File: src/verilog/eld_regs.vh
// Register offsets, fields, status codes and loop modes of the loopback block
// Assumes a 32-bit classic Wishbone slave with word-aligned registers
`ifndef ELD_REGS_VH
`define ELD_REGS_VH

// =========================================================
// Register byte offsets
`define ELD_TCFG_OFF 8'h00
`define ELD_RCFG_OFF 8'h04
`define ELD_DCFG_OFF 8'h08
`define ELD_ISTAT_OFF 8'h0c
`define ELD_IMASK_OFF 8'h10
`define ELD_RSTAT_OFF 8'h14
`define ELD_TSTAT_OFF 8'h18
`define ELD_CFG2_OFF 8'h1c
`define ELD_STA_LO_OFF 8'h20
`define ELD_STA_HI_OFF 8'h24
`define ELD_FIFO_LO_OFF 8'h28
`define ELD_FIFO_HI_OFF 8'h2c
`define ELD_MEDIA_OFF 8'h30

// =========================================================
// Field positions
`define ELD_TCFG_CRC_INH 0
`define ELD_TCFG_LB_LO 1
`define ELD_TCFG_LB_HI 2
`define ELD_CFG2_COAX 5
`define ELD_ISTAT_PRX 0
`define ELD_ISTAT_PTX 1
`define ELD_ISTAT_RXE 2

// =========================================================
// Loop modes and media
`define ELD_LB_NORMAL 2'b00
`define ELD_LB_INTERNAL 2'b01
`define ELD_LB_SERIAL 2'b10
`define ELD_LB_CABLE 2'b11
`define ELD_MEDIA_TP 2'h0
`define ELD_MEDIA_THIN 2'h1
`define ELD_MEDIA_THICK 2'h2
`define ELD_MEDIA_AUTO 2'h3

// =========================================================
// Status codes
`define ELD_TSTAT_OK 8'h03
`define ELD_TSTAT_ABORT 8'h0e
`define ELD_TSTAT_NOMAU 8'h53
`define ELD_RSTAT_OK 8'h01
`define ELD_RSTAT_CRC 8'h02

// =========================================================
// Reset values
`define ELD_TCFG_RST 8'h00
`define ELD_FIFO_DEPTH 8
`endif
File: src/verilog/eld_loopback.v
// Loopback diagnostic path selection, receive FIFO ring and status codes
// Assumes Wishbone master on clk_i, byte stream from transmit serializer,
// receive byte stream from cable side, and cable health from the medium
//
// Contract
// - Mode one loops NRZ internally, ignores cable
// - Mode two loops through serial interface only
// - Mode three transmits to cable, receives everything
// - Values 02h/04h/06h select modes one-three
// - Bit 0 set disables CRC generation
// - Receive FIFO is 8-byte wrapping ring
// - CRC on: ring ends data, CRC, counts
// - CRC off: ring ends five data, counts
// - Loopback frames never stored, no received flag
// - CRC check: bad 06h/02h, good 02h/01h
// - Address mismatch: only transmit done reported
// - Address match, CRC on, mode two: 06h
// - Thin coax cable loop: good 03h, failed 0Eh
// - Thick coax: failed 0Eh, no attachment 53h
// - Twisted pair, no link test: always 03h
// - Auto media falls back to coax, flagged
//
// The placing of the registers and register access over Wishbone were decided locally.
`timescale 1ns/1ps
`include "eld_regs.vh"

module eld_loopback #(
    parameter DEPTH = `ELD_FIFO_DEPTH
) (
    input wire clk_i,
    input wire rst_n_i,
    input wire wb_cyc_i,
    input wire wb_stb_i,
    input wire wb_we_i,
    input wire [7:0] wb_adr_i,
    input wire [3:0] wb_sel_i,
    input wire [31:0] wb_dat_i,
    output reg [31:0] wb_dat_o,
    output reg wb_ack_o,
    output wire irq_o,
    // Transmit side: one byte per strobe, frame end with frame status
    input wire tx_byte_vld_i,
    input wire [7:0] tx_byte_i,
    input wire tx_last_i,
    // Receive side from the cable
    input wire cab_byte_vld_i,
    input wire [7:0] cab_byte_i,
    input wire cab_last_i,
    // Medium health
    input wire link_ok_i,
    input wire coax_ok_i,
    input wire mau_present_i,
    input wire link_test_en_i,
    // Medium outputs and memory store
    output reg sni_vld_o,
    output reg [7:0] sni_byte_o,
    output reg mau_vld_o,
    output reg [7:0] mau_byte_o,
    output reg mem_wr_o,
    output reg [7:0] mem_byte_o
);

// =========================================================
// Registers
reg [7:0] tcfg_r;
reg [7:0] rcfg_r;
reg [7:0] dcfg_r;
reg [7:0] istat_r;
reg [7:0] imask_r;
reg [7:0] rstat_r;
reg [7:0] tstat_r;
reg [1:0] media_r;
reg coax_r;
reg [47:0] sta_r;
reg [7:0] ring_r [0:DEPTH-1];
reg [2:0] wptr_r;
reg [15:0] cnt_r;
reg [2:0] tail_r;
reg [31:0] crc_r;
reg [3:0] crc_idx_r;
reg [47:0] da_r;
reg [3:0] pos_r;

wire [1:0] lb_mode = {tcfg_r[`ELD_TCFG_LB_HI], tcfg_r[`ELD_TCFG_LB_LO]};
wire crc_inh = tcfg_r[`ELD_TCFG_CRC_INH];
wire in_loop = (lb_mode != `ELD_LB_NORMAL);

function [31:0] crc_step;
    input [31:0] c;
    input [7:0] d;
    integer k;
    reg [31:0] x;
    begin
        x = c;
        for (k = 0; k < 8; k = k + 1) begin
            x = (x[0] ^ d[k]) ? ((x >> 1) ^ 32'hedb88320) : (x >> 1);
        end
        crc_step = x;
    end
endfunction

// =========================================================
// Receive source: looped or cable
reg rx_vld;
reg [7:0] rx_byte;
reg rx_last;
always @* begin
    case (lb_mode)
        `ELD_LB_INTERNAL, `ELD_LB_SERIAL: begin
            rx_vld = tx_byte_vld_i | (crc_idx_r != 4'h0);
            rx_byte = (crc_idx_r != 4'h0) ? crc_r[7:0] : tx_byte_i;
            rx_last = (crc_idx_r == 4'h1) || (tx_byte_vld_i && tx_last_i && crc_inh);
        end
        default: begin
            rx_vld = cab_byte_vld_i;
            rx_byte = cab_byte_i;
            rx_last = cab_last_i;
        end
    endcase
end

wire [31:0] crc_nxt = crc_step(crc_r, tx_byte_i);
wire [15:0] cnt_nxt = cnt_r + 16'h0001;
wire da_hit = (da_r == sta_r);

// =========================================================
// Transmit path, CRC append and ring
integer i;
always @(posedge clk_i) begin
    if (!rst_n_i) begin
        sni_vld_o <= 1'b0;
        sni_byte_o <= 8'h00;
        mau_vld_o <= 1'b0;
        mau_byte_o <= 8'h00;
        mem_wr_o <= 1'b0;
        mem_byte_o <= 8'h00;
        crc_r <= 32'hffffffff;
        crc_idx_r <= 4'h0;
        wptr_r <= 3'h0;
        cnt_r <= 16'h0000;
        tail_r <= 3'h0;
        da_r <= 48'h0;
        pos_r <= 4'h0;
        for (i = 0; i < DEPTH; i = i + 1) ring_r[i] <= 8'h00;
    end else begin
        sni_vld_o <= tx_byte_vld_i && (lb_mode == `ELD_LB_SERIAL);
        sni_byte_o <= tx_byte_i;
        // Internal and serial loops keep the medium quiet
        mau_vld_o <= tx_byte_vld_i && (lb_mode[1] == lb_mode[0]);
        mau_byte_o <= tx_byte_i;
        // Whole frame is streamed out; a partly shifted address cannot gate it
        mem_wr_o <= rx_vld && !in_loop;
        mem_byte_o <= rx_byte;
        if (tx_byte_vld_i) begin
            crc_r <= crc_nxt;
            if (tx_last_i && !crc_inh)
                crc_idx_r <= 4'h4;
        end else if (crc_idx_r != 4'h0) begin
            crc_r <= {8'h00, crc_r[31:8]};
            crc_idx_r <= crc_idx_r - 4'h1;
        end
        if (tail_r != 3'h0) begin
            // Counts trail the frame: low, high, high again
            ring_r[wptr_r] <= (tail_r == 3'h3) ? cnt_r[7:0] : cnt_r[15:8];
            wptr_r <= wptr_r + 3'h1;
            tail_r <= tail_r - 3'h1;
            if (tail_r == 3'h1) begin
                cnt_r <= 16'h0000;
                crc_r <= 32'hffffffff;
                pos_r <= 4'h0;
            end
        end else if (rx_vld) begin
            if (cnt_r == 16'h0000)
                wptr_r <= 3'h1;
            else
                wptr_r <= wptr_r + 3'h1;
            ring_r[(cnt_r == 16'h0000) ? 3'h0 : wptr_r] <= rx_byte;
            cnt_r <= cnt_nxt;
            if (pos_r < 4'h6) begin
                da_r <= {da_r[39:0], rx_byte};
                pos_r <= pos_r + 4'h1;
            end
            if (rx_last)
                tail_r <= 3'h3;
        end
    end
end

// =========================================================
// Frame end status evaluation
wire frame_end = (tail_r == 3'h1);
reg [7:0] tx_code;
always @* begin
    case (media_r)
        `ELD_MEDIA_THIN: tx_code = coax_ok_i ? `ELD_TSTAT_OK : `ELD_TSTAT_ABORT;
        `ELD_MEDIA_THICK: tx_code = !mau_present_i ? `ELD_TSTAT_NOMAU :
            (coax_ok_i ? `ELD_TSTAT_OK : `ELD_TSTAT_ABORT);
        `ELD_MEDIA_AUTO: tx_code = (link_ok_i || coax_ok_i) ? `ELD_TSTAT_OK :
            `ELD_TSTAT_ABORT;
        default: tx_code = (!link_test_en_i || link_ok_i) ? `ELD_TSTAT_OK :
            `ELD_TSTAT_ABORT;
    endcase
end

wire acc = frame_end && da_hit;
// CRC enabled in a loop: appended check is not verified, frame flagged error
wire rx_err = acc && (crc_inh ? (crc_r != 32'hdebb20e3) : 1'b1);
wire [7:0] ev = {5'h0, rx_err, frame_end, acc && !in_loop};

// =========================================================
// Wishbone slave
wire wr = wb_cyc_i && wb_stb_i && wb_we_i && !wb_ack_o && wb_sel_i[0];
wire rd_en = wb_cyc_i && wb_stb_i && !wb_ack_o;
always @(posedge clk_i) begin
    if (!rst_n_i) begin
        tcfg_r <= `ELD_TCFG_RST;
        rcfg_r <= 8'h00;
        dcfg_r <= 8'h00;
        istat_r <= 8'h00;
        imask_r <= 8'h00;
        rstat_r <= 8'h00;
        tstat_r <= 8'h00;
        media_r <= `ELD_MEDIA_TP;
        coax_r <= 1'b0;
        sta_r <= 48'h0;
        wb_ack_o <= 1'b0;
        wb_dat_o <= 32'h0;
    end else begin
        wb_ack_o <= rd_en;
        // Set wins over write-one-to-clear
        if (wr && wb_adr_i == `ELD_ISTAT_OFF)
            istat_r <= (istat_r & ~wb_dat_i[7:0]) | ev;
        else
            istat_r <= istat_r | ev;
        // Transmit status follows the last transmitted byte, not a receive
        if (tx_byte_vld_i && tx_last_i)
            tstat_r <= (lb_mode == `ELD_LB_CABLE) ? tx_code : `ELD_TSTAT_OK;
        if (frame_end && acc)
            rstat_r <= rx_err ? `ELD_RSTAT_CRC : `ELD_RSTAT_OK;
        if (media_r == `ELD_MEDIA_AUTO)
            coax_r <= !link_ok_i;
        else
            coax_r <= (media_r != `ELD_MEDIA_TP);
        if (wr) begin
            case (wb_adr_i)
                `ELD_TCFG_OFF: tcfg_r <= wb_dat_i[7:0];
                `ELD_RCFG_OFF: rcfg_r <= wb_dat_i[7:0];
                `ELD_DCFG_OFF: dcfg_r <= wb_dat_i[7:0];
                `ELD_IMASK_OFF: imask_r <= wb_dat_i[7:0];
                `ELD_MEDIA_OFF: media_r <= wb_dat_i[1:0];
                `ELD_STA_LO_OFF: sta_r[47:16] <= wb_dat_i;
                `ELD_STA_HI_OFF: sta_r[15:0] <= wb_dat_i[15:0];
                default: ;
            endcase
        end
        case (wb_adr_i)
            `ELD_TCFG_OFF: wb_dat_o <= {24'h0, tcfg_r};
            `ELD_RCFG_OFF: wb_dat_o <= {24'h0, rcfg_r};
            `ELD_DCFG_OFF: wb_dat_o <= {24'h0, dcfg_r};
            `ELD_ISTAT_OFF: wb_dat_o <= {24'h0, istat_r};
            `ELD_IMASK_OFF: wb_dat_o <= {24'h0, imask_r};
            `ELD_RSTAT_OFF: wb_dat_o <= {24'h0, rstat_r};
            `ELD_TSTAT_OFF: wb_dat_o <= {24'h0, tstat_r};
            `ELD_CFG2_OFF: wb_dat_o <= {26'h0, coax_r, 5'h0};
            `ELD_STA_LO_OFF: wb_dat_o <= sta_r[47:16];
            `ELD_STA_HI_OFF: wb_dat_o <= {16'h0, sta_r[15:0]};
            `ELD_FIFO_LO_OFF: wb_dat_o <= {ring_r[3], ring_r[2], ring_r[1], ring_r[0]};
            `ELD_FIFO_HI_OFF: wb_dat_o <= {ring_r[7], ring_r[6], ring_r[5], ring_r[4]};
            `ELD_MEDIA_OFF: wb_dat_o <= {30'h0, media_r};
            default: wb_dat_o <= 32'h0;
        endcase
    end
end

assign irq_o = |(istat_r & imask_r);

endmodule // eld_loopback

File: config.mk
export PLATFORM = sky130hd
export DESIGN_NAME = eld_loopback
export DESIGN_NICKNAME = d
export VERILOG_FILES = /design/src/verilog/eld_loopback.v
export VERILOG_INCLUDE_DIRS = /design/src /design/src/verilog
export SDC_FILE = /design/constraint.sdc
export NUM_CORES = 1
export LEC_CHECK = 0
export BUFFER_PORTS_ARGS = -buffer_cell sky130_fd_sc_hd__buf_4
export CAP_MARGIN = 10
export CORE_ASPECT_RATIO = 1.1
export CORE_MARGIN = 1
export CORE_UTILIZATION = 60
export DETAILED_ROUTE_END_ITERATION = 7
export GPL_TIMING_DRIVEN = 0
export HOLD_SLACK_MARGIN = 0.03
export PLACE_DENSITY = 0.82
export SLEW_MARGIN = 20
export SYNTH_ARGS = -nofsm -noshare
export SYNTH_HDL_FRONTEND = slang
export SYNTH_SLANG_ARGS = --single-unit
File: constraint.sdc
create_clock -name clk_i -period 2.75 [get_ports clk_i]
set_clock_uncertainty 0.05 [all_clocks]
set_input_delay 0.275 -clock clk_i [delete_from_list [all_inputs] [get_ports clk_i]]
set_output_delay 0.275 -clock clk_i [all_outputs]
set_load 0.02 [all_outputs]
### Yosys cells after proc, flatten, opt, wreduce, memory -nomap -nowiden

Memories as Yosys holds them, arrays and structs flattened.
Index checks and enable logic that the tools add are counted.

| cells by class | value |
|---|---|
| order comparisons | 1 |
| reduce and logical (&&, ||, !) cells | 50 |
| bitwise gates (word level) | 23 |
| add/subtract/negate cells | 5 |
| divide/modulo/power cells | 0 |
| equality and inequality tests | 26 |
| multipliers | 0 |
| shift operators | 0 |
| multiplexer cells | 59 |

Operators with widths:

| operator | number |
|---|---|
| 32-bit one-hot mux with 13 select lines | 1 |
| 32-bit 2-to-1 mux | 12 |
| 13-bit NOT with 14-bit output | 8 |
| 8-bit 2-to-1 mux | 7 |
| 48-bit == test | 1 |
| 16-bit 2-to-1 mux | 3 |
| 8-bit by 6-bit == test with 1-bit output, second input constant | 5 |
| 4-bit 2-to-1 mux | 10 |
| 8-bit by 5-bit == test with 1-bit output, second input constant | 4 |
| 32-bit inequality test, second input constant | 1 |
| 3-bit 2-to-1 mux | 9 |
| 8-bit OR reduction | 3 |
| 7-bit one-hot mux with 3 select lines | 1 |
| 2-bit AND reduction | 10 |
| 16-bit by 1-bit adder with 16-bit output, second input constant | 1 |
| 8-bit bitwise AND | 2 |
| 8-bit by 4-bit == test with 1-bit output, second input constant | 2 |
| 1-bit logical AND | 16 |
| 16-bit logical NOT | 1 |
| 8-bit by 3-bit bitwise OR with 8-bit output | 2 |
| 1-bit 2-to-1 mux | 14 |
| 2-bit nonzero test | 6 |
| 2-bit == test, second input constant | 4 |
| 8-bit by 3-bit == test with 1-bit output, second input constant | 1 |
| 25 further kinds | 40 |

| word-level totals | value |
|---|---|
| memories | 1 |
| output and inout port bits | 61 |
| memory bits (read-only) | 0 |
| flip-flop bits (word level) | 269 |
| bits in latches | 0 |
| bits in writable memories | 64 |

Memory list:

| name | depth | width | rd ports | clocked after Yosys merged registers in | write ports | RTL line | source |
|---|---|---|---|---|---|---|---|
| ring_r | 8 | 8 | 8 | 0 | 8 | eld_loopback.v:75 | `reg [7:0] ring_r [0:DEPTH-1];` |

### Longest topological paths before layout

| logic depth | value |
|---|---|
| word-level depth | 19 |
| mapped depth | 10 |
| gate-level depth less buffers | 8 |

### Least setup slack after synthesis

Ideal clock, no wire load.

| path | value |
|---|---|
| path type | reg2reg |
| start | register tcfg_r[1] |
| end | memory ring_r[3][0] (enable) |
| stages on the path, launching flop included | 10 |
| period minus slack after synthesis | 2496 ps |
| setup time | 330 ps |
| arrival | 2116 ps |
| setup slack | 254 ps |
| path through | dfxtp_1 > inv_1 > ha_1 > nor2_1 > a21oi_1 > or2_1 > and3_1 > clkbuf_1 > nand4b_1 > nand2_1 |

RTL lines:

| item | RTL line | source |
|---|---|---|
| start, declared | eld_loopback.v:65 | `reg [7:0] tcfg_r;` |
| start signal, assigned | eld_loopback.v:216 | `` tcfg_r <= `ELD_TCFG_RST; `` |
| start signal, assigned | eld_loopback.v:246 | `` `ELD_TCFG_OFF: tcfg_r <= wb_dat_i[7:0]; `` |
| end, declared | eld_loopback.v:75 |  |

==> reports/metrics.yaml <==
worstPathRequired_ns: 2.95
holdPathEnd: "tstat_r[4]"
finalHoldViolCount: 0
ys_ff_latch: 323
p_per_area_nw_per_um2: 815.2
num-nets-final: 1861
crit_arrival_ns: 2.85
numCtsBuffers: 34
layout_commonest_cell: "nand2_1"
clk_pin_slew_worst_paths_ns: 0.06
area_growth_syn_to_layout_pct: 21.46
worstPathCellList: "inv_1, ha_1, and2_1, buf_2, buf_2, mux2i_1, a21oi_1, a21oi_4, nor2_1"
hp-start: "mau_present_i"
rsz0062_at_grt: "false"
drt_iter0_drc: 1366
hp-class: "in -> reg"
antenna_found_initial: 0
leakagePower_nw: 6.920
cts_tree: "built"
overflow: 0
avgViaCountPerCell: 6.079
rows: 59
dpl_cell_area_um2: 16080
fin_tns_setup_ns: 0
synth_top_area_share_pct: 35.18
yosys.area.top_type: "dfxtp_1"
grt_first_pass_wirelength_mm: 68.94
synth_cell_type_count: 69
finalMaxSlewViolations: 0
maxCapViolations: 0
syn_nets: 1647
yosys_warnings: 0
clock.fmax_mhz: 376.7
grt_max_degree: 16
drive_above_1_share_pct: 16.40
whs_ns: 0.03153
fp.coreArea_um2: 23920
synthTopCellsByArea: "dfxtp_1 35%, edfxtp_1 13%, nand2_1 7.8%"
insertion_delay_ns: 0.52
synth-async-reset-ratio_pct: 0
avgSynthCellArea_um2: 9.448
wl_per_cell_um: 21.54
path_common_cell: "buf_2"
vias: 12797
htreeDepth: 2
start_util_pct: 61.62
finalCriticalPeriod_ns: 2.655
r2r_cells: 9
cpPeakStageDelay_ns: 0.44
synth_flop_cell: "dfxtp_1"
multi_input_comb_area_um2: 7292
worst_pin_slew_ns: 0.9946
cts_buffer_depth: 3
clock-sinks: 323
seqCellArea_um2: 7107
whs_path_depth: 3
postRouteAntennaNets: 0
dpl.hpwl_mm: 32.13
ir_drop_mv: 0.8907
finalSetupViolCount: 0
worst_path_max_delay_cell: "a21oi_4"
cts-root-buf: "clkbuf_16"
synth_edf_count: 64
nFillCells: 1668
die_width_um: 151.4
cp_max_fo: 10
netlist_instances: 1560
chipHeight_um: 166.4
rrSetupSlack_ns: 0.1
critPathKind: "reg -> reg"
routabilityCongestion: 0.9709
drtPass1Iterations: 8
maxSlewHeadroom_pct: 32.76
io_pins: 134
layout_common_cells: "297 x nand2_1, 259 x dfxtp_1, 146 x buf_4"
cp-end-kind: "flop"
track_usage_pct: 36.05
violations: "DRC"
postLayoutCellArea_um2: 17900
drc: 1
status: "finished, violations left"
cp-start-kind: "flop"
synth_area_um2: 14740
die_area_um2: 25200
seq_area_frac_synth_pct: 48.22
grt_pass1_vias: 12413
timing.rr.end: "ring_r[5][4]"
drt-total-wl_mm: 45.34
io_buffers: 127
worstReg2RegStart: "crc_idx_r[0]"
timing.final.crit_share_pct: 96.54
## critical path: cells and delay by family, from the launching register on
kind                       cells  cell delay (ns)
muxes                          1             0.23
DFF                            1             0.33
buffers and inverters          3             0.67
adders and majority gates      1             0.22
and+or+nand+nor                2             0.25
AOI/OAI and AO/OA              2             0.65
## per-layer routing
| layer | share of wire [%] | track usage [%] | vias to the layer above |
|---|---|---|---|
| met5 | 0 | 0 | - |
| met4 | 5.1 | 19.30 | 0 |
| met3 | 8.6 | 6.236 | 149 |
| met2 | 47 | 58.09 | 686 |
| met1 | 39 | 45.67 | 6125 |
| li1 | - | - | 5837 |
## logic make-up after synthesis
kind of cell / share of synthesized area [%]
buf+inv: 3.251
simple gates: 19.85
xor+xnor: 8.336
fa+ha+maj: 1.188
flops: 48.22
compound gates: 14.11
mux: 5.051
## registers in the layout, summed over array words and instances (netlist names), 8 cells and up
signal / count
crc_r: 32
sta_r: 48
rcfg_r: 8
mau_byte_o: 8
wb_dat_o: 32
dcfg_r: 8
tcfg_r: 8
da_r: 48
istat_r: 8
ring_r: 64
cnt_r: 16
mem_byte_o: 8
imask_r: 8
## power breakdown
group | total (mW) | switching, mW | internal (mW)
registers | 5.68 | 0.433 | 5.25
logic | 4.12 | 2.31 | 1.82
clock network | 4.79 | 1.92 | 2.87
## per-stage QoR
step | instances | utilization [%] | power [mW] | worst slack [ns]
floorplan | 1560 | - | 8.634 | 0.2541
global placement | 1992 | 67.21 | 9.528 | -0.4270
detailed placement | 1992 | 67.23 | 9.630 | -0.5004
CTS | 2101 | 74.47 | 14.47 | -0.0009013
global route | 2104 | 74.84 | 15.13 | 0.003402
finish | 2105 | 74.85 | 14.59 | 0.09504
## timing repair
action | 4_1_cts | 5_1_grt
cloned | 0 | 0
gates resized for setup | 25 | 26
pin swaps | 1 | 2
setup endpoints to repair | 161 | 172
endpoints found under the hold margin | 58 | 0
hold buffers | 39 | 0
buffers inserted | 9 | 3
## area by class of cell
class / instances / share of cell area [%]
sequential: 323 / 39.70
buffer: 96 / 2.495
multi-input combinational: 1127 / 40.73
clock inverter: 11 / 0.7688
clock buffer: 50 / 5.717
inverter: 14 / 0.2935
antenna: 1 / 0.01398
timing repair buffer: 178 / 8.149
tap: 305 / 2.132
## synth_stat cells (all sizes together), types with 17 or more instances
cell type  instances
a21boi           111
a21oi             44
a222oi            27
and2              27
buf               37
clkbuf            59
dfxtp            259
edfxtp            64
mux2i             62
nand2            306
nand3             21
nor2             144
nor2b             39
nor4              17
o21ai             19
xnor2             58
xor2              72
## how the worst max path moves through the flow
stage,start,endpoint,slack [ns],cells after the start
5_1_grt,crc_idx_r[0],ring_r[6][4],0.003,9
2_1_floorplan,tcfg_r[1],ring_r[3][0],0.25,9
3_5_place_dp,tcfg_r[1],ring_r[3][3],-0.50,9
3_3_place_gp,tcfg_r[1],ring_r[3][4],-0.43,9
6_report,crc_idx_r[0],ring_r[5][4],0.1,9
4_1_cts,tcfg_r[1],ring_r[1][7],-0.0009,10
Power figures use the tool's default switching activity.
